--- config.mk ---
export PLATFORM = sky130hd
export DESIGN_NAME = error_code_unit
export DESIGN_NICKNAME = d
export VERILOG_FILES = /design/src/errcode_pkg.sv /design/src/error_code_unit.sv /design/src/pin_sync3.sv /design/src/wdog_timer.sv
export SDC_FILE = /design/constraint.sdc
export NUM_CORES = 1
export LEC_CHECK = 0
export ABC_AREA = 1
export BUFFER_PORTS_ARGS = -buffer_cell sky130_fd_sc_hd__buf_2
export CORE_MARGIN = 4
export CORE_UTILIZATION = 45
export DETAILED_ROUTE_END_ITERATION = 12
export PLACE_DENSITY = 0.77
export RECOVER_POWER = 100
export SLEW_MARGIN = 10
export SYNTH_ARGS = -nofsm -noshare
export SYNTH_HDL_FRONTEND = slang
export SYNTH_SLANG_ARGS = --single-unit
--- constraint.sdc ---
create_clock -name clk_sys -period 2.3 [get_ports clk_sys]
set_input_delay 0.115 -clock clk_sys [delete_from_list [all_inputs] [get_ports clk_sys]]
set_output_delay 0.115 -clock clk_sys [all_outputs]
set_load 0.03 [all_outputs]
--- src/errcode_pkg.sv ---
package errcode_pkg;

  localparam int CODE_W = 8;

  // reported codes, value equals the decimal code
  localparam logic [7:0] E_NONE = 8'h00;
  localparam logic [7:0] E_REMOTE_SETUP = 8'h01;
  localparam logic [7:0] E_NOT_NORMAL = 8'h03;
  localparam logic [7:0] E_OVERRANGE = 8'h05;
  localparam logic [7:0] E_UNDERRANGE = 8'h07;
  localparam logic [7:0] E_EXC_SHORT = 8'h0A;
  localparam logic [7:0] E_SENSE = 8'h0B;
  localparam logic [7:0] E_SIG_BROKEN = 8'h0C;
  localparam logic [7:0] E_SIG_HIGH = 8'h0D;
  localparam logic [7:0] E_SIG_LOW = 8'h0F;
  localparam logic [7:0] E_SETUP_VER = 8'h50;
  localparam logic [7:0] E_SETUP_SUM = 8'h51;
  localparam logic [7:0] E_FACTORY_BASE = 8'h53;
  localparam logic [7:0] E_RAM = 8'h61;
  localparam logic [7:0] E_FLASH = 8'h62;
  localparam logic [7:0] E_WATCHDOG = 8'h63;
  localparam logic [7:0] E_WRONG_STATE = 8'h64;
  localparam logic [7:0] E_ENTRY_HIGH = 8'h65;
  localparam logic [7:0] E_ENTRY_LOW = 8'h66;
  localparam logic [7:0] E_ODD_ADDR = 8'h67;
  localparam logic [7:0] E_ODD_COUNT = 8'h68;
  localparam logic [7:0] E_DECIMALS = 8'h69;
  localparam logic [7:0] E_ENTER_DENIED = 8'h82;
  localparam logic [7:0] E_EXIT_DENIED = 8'h83;

  // factory calibration sub code selects 083..085
  localparam logic [1:0] FACTORY_SEL_MAX = 2'h2;
  localparam logic [3:0] DECIMALS_LIMIT = 4'h8;

  // weight fault pin positions
  localparam int WF_EXC = 0;
  localparam int WF_SENSE = 1;
  localparam int WF_BROKEN = 2;
  localparam int WF_HIGH = 3;
  localparam int WF_LOW = 4;
  localparam int WF_OVER = 5;
  localparam int WF_UNDER = 6;
  localparam int WF_N = 7;

  localparam int CLK_MHZ = 25;
  localparam int WDOG_TIMEOUT_US = 100;
  localparam int WDOG_CYCLES = WDOG_TIMEOUT_US * CLK_MHZ;

  typedef enum logic [2:0] {
    st_startup,
    st_oper,
    st_setup,
    st_restore,
    st_fatal,
    st_wdog
  } state_t;

  typedef enum logic [2:0] {
    cmd_other,
    cmd_enter_setup,
    cmd_enter_restore,
    cmd_exit_setup,
    cmd_reset
  } cmd_t;

endpackage

--- src/error_code_unit.sv ---
// Contract
// - code zero only in operating mode with no fault of any group.
// - remote set-up reports 001, start-up and restore 003; weight invalid.
// - excitation short circuit or overload gives 010.
// - sense voltage low, unbalanced or reversed gives 011.
// - excessively high input from broken transducer connection gives 012.
// - signal out of range high gives 013, low gives 015.
// - weight errors held while the cause persists, cleared once removed.
// - start-up codes raised only during the start-up sequence.
// - set-up version mismatch gives 080 and loads default parameters.
// - bad parameter checksum gives 081 and loads default parameters.
// - corrupted factory range constant gives fatal code 083 to 085.
// - RAM failure gives fatal 097, flash failure gives fatal 098.
// - watchdog expiry reinitialises, reports 099, resumes only on reset command.
// - firmware kicks the watchdog; missing kicks trigger the watchdog error.
// - command not applicable in the current mode gives 100.
// - written value above maximum gives 101, below minimum gives 102.
// - float write with odd register count gives 104.
// - scaled integer decimal count of 8 or more gives 105.
// - enter set-up or restore not permitted in this mode gives 130.
// - exit set-up accepted only in remote set-up or restore, else 131.
// - any error drops in-process, relays off, analog output zero, code readable.
// - codes grouped by origin, zero always means no error.
`timescale 1ns/1ns
module error_code_unit #(
  parameter int WDOG_CYCLES = errcode_pkg::WDOG_CYCLES,
  parameter int ANA_W = 16
) (
  // clock and reset
  input wire logic clk_sys,
  input wire logic rst_n,
  // start-up self test results
  input wire logic chk_valid,
  input wire logic setup_ver_bad,
  input wire logic setup_sum_bad,
  input wire logic factory_cal_bad,
  input wire logic [1:0] factory_cal_sel,
  input wire logic ram_bad,
  input wire logic flash_bad,
  // transducer front end fault pins
  input wire logic [errcode_pkg::WF_N-1:0] fault_pins,
  // firmware watchdog service
  input wire logic wdog_kick,
  // commands from the control unit
  input wire logic cmd_valid,
  input wire errcode_pkg::cmd_t cmd_op,
  input wire logic cmd_mode_ok,
  // register writes from the control unit
  input wire logic wr_valid,
  input wire logic wr_float,
  input wire logic wr_setup,
  input wire logic wr_scaled,
  input wire logic [15:0] wr_addr,
  input wire logic [7:0] wr_count,
  input wire logic [3:0] wr_decimals,
  input wire logic wr_above_max,
  input wire logic wr_below_min,
  // status word read
  input wire logic code_read,
  // process side requests
  input wire logic [1:0] relay_req,
  input wire logic [ANA_W-1:0] ana_value,
  // status and process outputs
  output logic [errcode_pkg::CODE_W-1:0] error_code,
  output errcode_pkg::state_t state,
  output logic weight_valid,
  output logic in_process,
  output logic [1:0] relay_out,
  output logic [ANA_W-1:0] ana_out,
  output logic load_defaults,
  output logic reinit,
  // answer to each command, or to a write in a cycle without a command
  output logic resp_valid,
  output logic [errcode_pkg::CODE_W-1:0] resp_code
);

  logic [errcode_pkg::WF_N-1:0] weight_fault;
  logic wdog_run;
  logic wdog_expire;
  logic chk_fatal;
  logic [7:0] startup_code;
  logic [7:0] cmd_code;
  logic [7:0] wr_code;
  logic [7:0] new_event;
  logic [7:0] event_code;
  logic [7:0] fatal_code;
  logic [7:0] next_code;
  logic [7:0] weight_code;
  logic in_startup;
  logic cmd_reset_seen;

  pin_sync3 #(
    .W(errcode_pkg::WF_N)
  ) u_sync (
    .clk_sys(clk_sys),
    .rst_n(rst_n),
    .pin_in(fault_pins),
    .level(weight_fault)
  );

  // timer halts once stopped in watchdog or fatal state
  assign wdog_run = (state != errcode_pkg::st_wdog) && (state != errcode_pkg::st_fatal);

  wdog_timer #(
    .CYCLES(WDOG_CYCLES)
  ) u_wdog (
    .clk_sys(clk_sys),
    .rst_n(rst_n),
    .run(wdog_run),
    .kick(wdog_kick),
    .expire(wdog_expire)
  );

  assign in_startup = (state == errcode_pkg::st_startup);
  assign cmd_reset_seen = cmd_valid && (cmd_op == errcode_pkg::cmd_reset);

  // start-up self test classification, fatal faults first
  always_comb begin
    chk_fatal = ram_bad || flash_bad || factory_cal_bad;
    if (ram_bad) startup_code = errcode_pkg::E_RAM;
    else if (flash_bad) startup_code = errcode_pkg::E_FLASH;
    else if (factory_cal_bad && factory_cal_sel > errcode_pkg::FACTORY_SEL_MAX)
      startup_code = errcode_pkg::E_FACTORY_BASE + {6'h00, errcode_pkg::FACTORY_SEL_MAX};
    else if (factory_cal_bad) startup_code = errcode_pkg::E_FACTORY_BASE + {6'h00, factory_cal_sel};
    else if (setup_sum_bad) startup_code = errcode_pkg::E_SETUP_SUM;
    else if (setup_ver_bad) startup_code = errcode_pkg::E_SETUP_VER;
    else startup_code = errcode_pkg::E_NONE;
  end

  // command checking against the present mode
  always_comb begin
    cmd_code = errcode_pkg::E_NONE;
    case (cmd_op)
      errcode_pkg::cmd_enter_setup, errcode_pkg::cmd_enter_restore:
        if (state != errcode_pkg::st_oper) cmd_code = errcode_pkg::E_ENTER_DENIED;
      errcode_pkg::cmd_exit_setup:
        if (state != errcode_pkg::st_setup && state != errcode_pkg::st_restore)
          cmd_code = errcode_pkg::E_EXIT_DENIED;
      errcode_pkg::cmd_reset: cmd_code = errcode_pkg::E_NONE;
      default: if (!cmd_mode_ok) cmd_code = errcode_pkg::E_WRONG_STATE;
    endcase
  end

  // write checking, format faults before range faults
  always_comb begin
    if (wr_setup && state != errcode_pkg::st_setup) wr_code = errcode_pkg::E_WRONG_STATE;
    else if ((wr_float || wr_setup) && wr_addr[0]) wr_code = errcode_pkg::E_ODD_ADDR;
    else if (wr_float && wr_count[0]) wr_code = errcode_pkg::E_ODD_COUNT;
    else if (wr_scaled && wr_decimals >= errcode_pkg::DECIMALS_LIMIT) wr_code = errcode_pkg::E_DECIMALS;
    else if (wr_above_max) wr_code = errcode_pkg::E_ENTRY_HIGH;
    else if (wr_below_min) wr_code = errcode_pkg::E_ENTRY_LOW;
    else wr_code = errcode_pkg::E_NONE;
  end

  // event raised this cycle; start-up result outranks a request answer
  always_comb begin
    if (in_startup && chk_valid && !chk_fatal && startup_code != errcode_pkg::E_NONE) new_event = startup_code;
    else if (cmd_valid) new_event = cmd_code;
    else if (wr_valid) new_event = wr_code;
    else new_event = errcode_pkg::E_NONE;
  end

  // operating mode state
  always_ff @(posedge clk_sys or negedge rst_n) begin
    if (!rst_n) begin
      state <= errcode_pkg::st_startup;
    end else if (wdog_expire) begin
      state <= errcode_pkg::st_wdog;
    end else begin
      case (state)
        errcode_pkg::st_startup: begin
          if (chk_valid) state <= chk_fatal ? errcode_pkg::st_fatal : errcode_pkg::st_oper;
        end
        errcode_pkg::st_oper: begin
          if (cmd_valid && cmd_op == errcode_pkg::cmd_enter_setup) begin
            state <= errcode_pkg::st_setup;
          end else if (cmd_valid && cmd_op == errcode_pkg::cmd_enter_restore) begin
            state <= errcode_pkg::st_restore;
          end else if (cmd_reset_seen) begin
            state <= errcode_pkg::st_startup;
          end
        end
        errcode_pkg::st_setup, errcode_pkg::st_restore: begin
          if (cmd_valid && (cmd_op == errcode_pkg::cmd_exit_setup || cmd_op == errcode_pkg::cmd_reset)) begin
            state <= errcode_pkg::st_startup;
          end
        end
        errcode_pkg::st_wdog: begin
          if (cmd_reset_seen) state <= errcode_pkg::st_startup;
        end
        errcode_pkg::st_fatal: state <= errcode_pkg::st_fatal;
        default: begin
          state <= errcode_pkg::st_startup;
        end
      endcase
    end
  end

  // fatal start-up code, kept until the next rst_n reset
  always_ff @(posedge clk_sys or negedge rst_n) begin
    if (!rst_n) fatal_code <= errcode_pkg::E_NONE;
    else if (in_startup && chk_valid && chk_fatal) fatal_code <= startup_code;
  end

  // latest event stays until read; a new event wins over the read
  always_ff @(posedge clk_sys or negedge rst_n) begin
    if (!rst_n) event_code <= errcode_pkg::E_NONE;
    else if (new_event != errcode_pkg::E_NONE) event_code <= new_event;
    else if (code_read) event_code <= errcode_pkg::E_NONE;
  end

  // weight fault priority, each held only while its pin is active
  always_comb begin
    if (weight_fault[errcode_pkg::WF_EXC]) weight_code = errcode_pkg::E_EXC_SHORT;
    else if (weight_fault[errcode_pkg::WF_SENSE]) weight_code = errcode_pkg::E_SENSE;
    else if (weight_fault[errcode_pkg::WF_BROKEN]) weight_code = errcode_pkg::E_SIG_BROKEN;
    else if (weight_fault[errcode_pkg::WF_HIGH]) weight_code = errcode_pkg::E_SIG_HIGH;
    else if (weight_fault[errcode_pkg::WF_LOW]) weight_code = errcode_pkg::E_SIG_LOW;
    else if (weight_fault[errcode_pkg::WF_OVER]) weight_code = errcode_pkg::E_OVERRANGE;
    else if (weight_fault[errcode_pkg::WF_UNDER]) weight_code = errcode_pkg::E_UNDERRANGE;
    else weight_code = errcode_pkg::E_NONE;
  end

  // status word selection by mode
  always_comb begin
    case (state)
      errcode_pkg::st_oper: begin
        if (weight_code != errcode_pkg::E_NONE) begin
          next_code = weight_code;
        end else begin
          next_code = event_code;
        end
      end
      errcode_pkg::st_setup: next_code = errcode_pkg::E_REMOTE_SETUP;
      errcode_pkg::st_fatal: next_code = fatal_code;
      errcode_pkg::st_wdog: next_code = errcode_pkg::E_WATCHDOG;
      default: next_code = errcode_pkg::E_NOT_NORMAL;
    endcase
  end

  always_ff @(posedge clk_sys or negedge rst_n) begin
    if (!rst_n) begin
      error_code <= errcode_pkg::E_NOT_NORMAL;
      weight_valid <= 1'h0;
    end else begin
      error_code <= next_code;
      weight_valid <= (state == errcode_pkg::st_oper) && (weight_code == errcode_pkg::E_NONE);
    end
  end

  // process outputs forced safe while any code is shown
  always_ff @(posedge clk_sys or negedge rst_n) begin
    if (!rst_n) begin
      in_process <= 1'h0;
      relay_out <= 2'h0;
      ana_out <= '0;
    end else if (next_code != errcode_pkg::E_NONE) begin
      in_process <= 1'h0;
      relay_out <= 2'h0;
      ana_out <= '0;
    end else begin
      in_process <= 1'h1;
      relay_out <= relay_req;
      ana_out <= ana_value;
    end
  end

  // start-up side effects and watchdog reinitialise pulse
  always_ff @(posedge clk_sys or negedge rst_n) begin
    if (!rst_n) begin
      load_defaults <= 1'h0;
      reinit <= 1'h0;
    end else begin
      load_defaults <= in_startup && chk_valid && !chk_fatal && !wdog_expire
                       && (setup_sum_bad || setup_ver_bad);
      reinit <= wdog_expire;
    end
  end

  // one answer per cycle with a request, command taking precedence
  always_ff @(posedge clk_sys or negedge rst_n) begin
    if (!rst_n) begin
      resp_valid <= 1'h0;
      resp_code <= errcode_pkg::E_NONE;
    end else begin
      resp_valid <= cmd_valid || wr_valid;
      resp_code <= cmd_valid ? cmd_code : (wr_valid ? wr_code : errcode_pkg::E_NONE);
    end
  end
endmodule // error_code_unit

--- src/pin_sync3.sv ---
`timescale 1ns/1ns
module pin_sync3 #(
  parameter int W = 1
) (
  // clock and reset
  input wire logic clk_sys,
  input wire logic rst_n,
  // asynchronous pins and filtered level
  input wire logic [W-1:0] pin_in,
  output logic [W-1:0] level
);

  logic [W-1:0] s1;
  logic [W-1:0] s2;
  logic [W-1:0] s3;

  always_ff @(posedge clk_sys or negedge rst_n) begin
    if (!rst_n) begin
      s1 <= '0;
      s2 <= '0;
      s3 <= '0;
    end else begin
      s1 <= pin_in;
      s2 <= s1;
      s3 <= s2;
    end
  end

  // a bit changes only once second and third stage agree
  always_ff @(posedge clk_sys or negedge rst_n) begin
    if (!rst_n) begin
      level <= '0;
    end else begin
      for (int i = 0; i < W; i++) begin
        if (s2[i] == s3[i]) begin
          level[i] <= s2[i];
        end
      end
    end
  end

endmodule // pin_sync3

--- src/wdog_timer.sv ---
`timescale 1ns/1ns
module wdog_timer #(
  parameter int CYCLES = 2500
) (
  // clock and reset
  input wire logic clk_sys,
  input wire logic rst_n,
  // control
  input wire logic run,
  input wire logic kick,
  // expiry pulse
  output logic expire
);

  localparam int CW = $clog2(CYCLES + 1);
  localparam logic [CW-1:0] LAST = CW'(CYCLES - 1);

  logic [CW-1:0] count;

  // missing service pulses let the count reach the limit
  always_ff @(posedge clk_sys or negedge rst_n) begin
    if (!rst_n) begin
      count <= '0;
      expire <= 1'h0;
    end else if (!run || kick) begin
      count <= '0;
      expire <= 1'h0;
    end else if (count == LAST) begin
      count <= '0;
      expire <= 1'h1;
    end else begin
      count <= count + CW'(1);
      expire <= 1'h0;
    end
  end

endmodule // wdog_timer

# After elaboration in Yosys (flattened, before gate mapping)
# Cells that the tools add are included.
# op_classes
n_reduce_logical,38
mux,45
n_shift,0
add_sub_neg,2
n_lt_le_gt_ge,2
n_eq_ne,24
n_div,0
mul,0
n_bitwise,0
# op_table
op,n
8-bit two-way mux,12
7-bit two-way mux,9
8-bit case mux with 4 select lines,1
8-bit nonzero test,4
3-bit two-way mux,9
12-bit two-way mux,2
8-bit case mux with 3 select lines,1
4-bit two-way mux,5
1-bit logical AND,18
16-bit two-way mux,1
3-bit case mux with 5 select lines,1
"12-bit by 1-bit adder with 12-bit output, second input constant",1
"12-bit equality test, second input constant",1
"3-bit by 2-bit equality test with 1-bit output, second input constant",4
"3-bit by 2-bit != test with 1-bit output, second input constant",4
"3-bit equality test, second input constant",3
"7-bit by 2-bit adder with 8-bit output, first input constant",1
8-bit zero test,1
1-bit equality test,7
1-bit logical OR,7
"3-bit by 1-bit equality test with 1-bit output, second input constant",2
"3-bit != test, second input constant",2
"4-bit greater-or-equal comparator, second input constant",1
2-bit OR reduction,2
other kinds (8),12
# word_totals
output_inout_bits,42
mem_bits_ro,0
wordCells,135
n_memories,0
input_bits,76
ff_bits,99
latch_bits,0
mem_bits_rw,0

# Longest topological paths before layout
# depth
depth_word,12
depth_mapped,12
depth_no_buf,11

# By module
# A second synthesis with hierarchy kept.
# hier_totals
cells_unflattened,448
area_unflattened_um2,4113.9
# by_module_without_submodules
mod,seq_area_each_um2,cells_each,area_per_inst_um2,n_inst
error_code_unit,1353.8,301,2581.2,1
pin_sync3,700.7,56,814.5,1
wdog_timer,325.3,91,718.2,1

# Worst setup path after synthesis
# No wires, ideal clock.
# synth_path
path_type,register to register
startpoint,reg state[0]
endpoint,reg ana_out[10]
synth_period_minus_slack_ns,1.842
t_arrival_ns,1.775
stages_incl_launch_ff,12
setup_slack_ns,0.458
setup_ns,0.067
path_buffers,1
t_required_ns,2.233
cell_sequence,dfrtp_1 inv_2 nor3_4 inv_4 nand3b_2 nand2_2 inv_2 nand2_4 nor2_4 nand3_4 buf_12 nor2_4
# synth_via
elab_chain_cells,4
elab_cells_between_ends,7
classes_between,4 x eq/ne; 2 x mux; 1 x reduce/logical
# synth_lines
item,line_no,source
from (decl),error_code_unit.sv:65,"output errcode_pkg::state_t state,"
from (signal assigned),error_code_unit.sv:166,state <= errcode_pkg::st_startup;
from (signal assigned),error_code_unit.sv:168,state <= errcode_pkg::st_wdog;
from (signal assigned),error_code_unit.sv:172,if (chk_valid) state <= chk_fatal ? errcode_pkg::st_fatal : errcode_pkg::st_oper;
"3-bit equality test, or another cell as far along",error_code_unit.sv:226,case (state)
8-bit case mux with 4 select lines *,error_code_unit.sv:226,
named net next_code[1],error_code_unit.sv:87,logic [7:0] next_code;
8-bit nonzero test *,error_code_unit.sv:257,end else if (next_code != errcode_pkg::E_NONE) begin
16-bit two-way mux *,error_code_unit.sv:257,
to (signal assigned),error_code_unit.sv:264,ana_out <= ana_value;
to (decl),error_code_unit.sv:69,"output logic [ANA_W-1:0] ana_out,"
# The timed path passes the listed nets; every way through them passes the cells marked *.
# A chain may end at the register's enable or synchronous reset.

# Final worst setup path
# layout_path
startpoint,reg state[0]
endpoint,reg ana_out[4]
# Same word-level chain as after synthesis.

==> qor.yml <==
floorplan:
  row_count: 33
  core_region_area_um2: 8382
  die_w_um: 101.7
  dieArea_um2: 10350
  die_h_um: 101.7
  io_pins: 118
  start_util_pct: 47.17
critical_path:
  cp.required_ns: 2.55
  cp-end-kind: "register"
  arrival_ns: 2.30
  worst-path-max-fanout: 19
  r2r_start: "state[0]$_DFFE_PN0P_"
  crit_start: "state[0]$_DFFE_PN0P_"
  crit_type: "reg -> reg"
  start_kind: "register"
timing:
  rsz0062_at_grt: "no"
  fmax_ghz: 0.4893
  fin_crit_sh_pct: 88.85
  finalHoldViolations: 0
  worst_hold_slack_ns: 0.04924
  setup_viol: 0
  slew_headroom_pct: 34.28
  report.final.slew_viol_count: 0
  fin_crit_ns: 2.044
  worstMarginPinSlew_ns: 0.9857
  setup_tns_ns: 0
  finClkSkew_ns: 0.01461
yosys:
  seq_area_frac_synth_pct: 60.19
  ys_seq_elements: 95
  synth_cell_types: 39
  avgSynthCellArea_um2: 9.811
  synth_edf_count: 0
  synthFlopType: "dfrtp_1"
  synth_warnings: 0
  synth_area_um2: 3954
  ys_async_sr_fraction_pct: 100.0
  syn_nets: 482
  syn_inst: 403
layout:
  antenna_cells: 0
  fin_util_pct: 58.87
  layout-drive-gt1-share_pct: 17.78
  nFillCells: 733
  nNetsFinal: 614
  area_growth_pct: 24.81
  postLayoutCellArea_um2: 4935
clock_tree:
  path_clk_slew_ns: 0.10
  cts_tree: "yes"
  cts_buffers: 9
  cts_resized: 0
  clockBufferDepth: 2
  cts_root_buf: "clkbuf_8"
  worstSkewPairLatency_ns: 0.38
  post-cts-setup-buffer-count: 0
  h-tree-depth: 3
  numClockSinks: 95
  hold_buffers: 27
pwr:
  p_per_area_nw_per_um2: 885.3
  combPwrFrac_pct: 27.8
  irDropWorstVdd_mv: 0.4202
  p_leak_nw: 2.477
  power.total_mw: 4.369
  clkPwrFrac_pct: 25.8
  p_sw_share_pct: 36.12
  internal_power_mw: 2.791
  pwr-share-seq_pct: 46.4
  power_switching_mw: 1.578
placed_design:
  placed_area_um2: 4553
  port_buffers: 91
  place_hpwl_um: 6400
  place_congestion: 0.8747
detailed_routing:
  final_antenna_net_count: 0
  drt_wl_total_um: 8764
  drc: 0
  viasPerCell: 4.862
  drtIter0Drc: 197
  wl_per_cell_um: 13.59
  firstDrtPassIters: 4
  num_vias: 3136
min_path:
  worstHoldStart: "ram_bad"
  hold_path_class: "in -> reg"
global_route:
  grt_pass1_wl_um: 14720
  grt_max_degree: 43
  antenna_found_initial: 0
  track_usage_pct: 18.28
  overflow: 0
  grt_pass1_vias: 3170
flow_run:
  maxCapViolCount: 0
outcome:
  outcome: "complete, no violations"
-- power groups by stage --
stage	Clock [mW]	Sequential, mW	Combinational [mW]
6_report	1.13	2.03	1.21
5_1_grt	1.22	2.06	1.35
4_1_cts	1.16	2.03	1.30
3_5_place_dp	0	2.06	1.26
3_3_place_gp	0	2.05	1.23
2_1_floorplan	0	2.30	0.641
-- through the flow --
step | worst slack, ns | cells
after detailed placement | 0.2885 | 602
final | 0.2563 | 645
after floorplan | 0.4577 | 403
after CTS | 0.2759 | 645
after global placement | 0.3800 | 602
after global routing | 0.07252 | 645
-- layout make-up --
class,count,area (µm²),area share [%]
clock buffer,10,137.6,2.789
clock inverter,6,66.31,1.344
inverter,66,250.2,5.071
multi-input combinational,239,1266,25.66
sequential,95,2380,48.23
tap,105,131.4,2.662
timing repair buffer,124,703.2,14.25
-- routing by layer --
metal	wire [µm]	global-route usage (%)	up-vias
li1	-	-	1536
met1	3617	22.67	1494
met2	4352	30.28	95
met3	672	6.129	11
met4	121	5.828	0
met5	0	0	-
-- synth_stat cells (2+ instances only) --
cell type / count / area share [%]
nand4_1: 6 / 0.95
maj3_1: 7 / 1.8
a21oi_1: 13 / 1.6
dfrtp_1: 93 / 59
inv_1: 62 / 5.9
ha_1: 3 / 0.95
nand2_4: 2 / 0.57
dfstp_2: 2 / 1.3
nand2_2: 2 / 0.32
nand2_1: 67 / 6.4
nor3b_1: 3 / 0.57
o21a_1: 3 / 0.57
or2_2: 3 / 0.47
nor2_2: 4 / 0.63
o21ai_0: 15 / 1.9
nor2_4: 10 / 2.8
o22ai_1: 2 / 0.32
inv_2: 3 / 0.28
buf_4: 2 / 0.38
nand3b_2: 2 / 0.57
nor2_1: 43 / 4.1
nor3_1: 12 / 1.5
nand3_1: 28 / 3.5
-- layout by cell type, fill, tap and decap left out, types with 8 or more instances in the layout --
| master | synthesis | routed |
|---|---|---|
| a21oi_1 | 13 | 13 |
| buf_2 | 0 | 49 |
| clkbuf_1 | 0 | 44 |
| clkbuf_8 | 0 | 10 |
| dfrtp_1 | 93 | 93 |
| dlygate4sd3_1 | 0 | 27 |
| inv_1 | 62 | 64 |
| nand2_1 | 67 | 68 |
| nand3_1 | 28 | 28 |
| nor2_1 | 43 | 45 |
| nor2_4 | 10 | 8 |
| nor3_1 | 12 | 12 |
| o21ai_0 | 15 | 15 |
-- final timing paths --
path / end / slack [ns] / cells past startpoint
max in group asynchronous: resp_code[2]$_DFF_PN0_ / 0.69 / 3
setup reg to reg: ana_out[4]$_DFF_PN0_ / 0.26 / 10
min in group asynchronous: u_wdog.count[6]$_DFF_PN0_ / 0.44 / 2
hold / removal: fatal_code[1]$_DFFE_PN0P_ / 0.05 / 4
setup / recovery: ana_out[4]$_DFF_PN0_ / 0.26 / 10
hold reg to reg: u_sync.s2[2]$_DFF_PN0_ / 0.34 / 0
-- worst max-delay path: stages, from the launching register on --
cell and delay [ns]:
dfrtp_1 0.51, inv_1 0.14, nor3_4 0.26, clkbuf_1 0.24, nand4_1 0.12, nand2_1 0.11, inv_1 0.05, nand2_1 0.06
nor2_1 0.06, nand3_4 0.27, nor2_1 0.10
-- registers in the layout, indices dropped and copies added, names as in the netlist, 7 cells and up --
| signal | flops |
|---|---|
| u_sync.s1 | 7 |
| ana_out | 16 |
| event_code | 8 |
| u_sync.level | 7 |
| u_wdog.count | 12 |
| u_sync.s2 | 7 |
| u_sync.s3 | 7 |
| error_code | 8 |
-- cells by family (layout without fill, tap and decap cells) --
kind of cell	count (synthesis)	after routing	share of synthesized area, %
xor gates and xnor gates	1	1	0.2216
AOI/OAI and AO/OA	41	41	5.918
other	1	1	0.09485
and+or+nand+nor	186	186	23.64
DFF	95	95	60.19
adders and majority gates	10	10	2.722
buffers and inverters	69	206	7.215
Power figures use the tool's default switching activity.
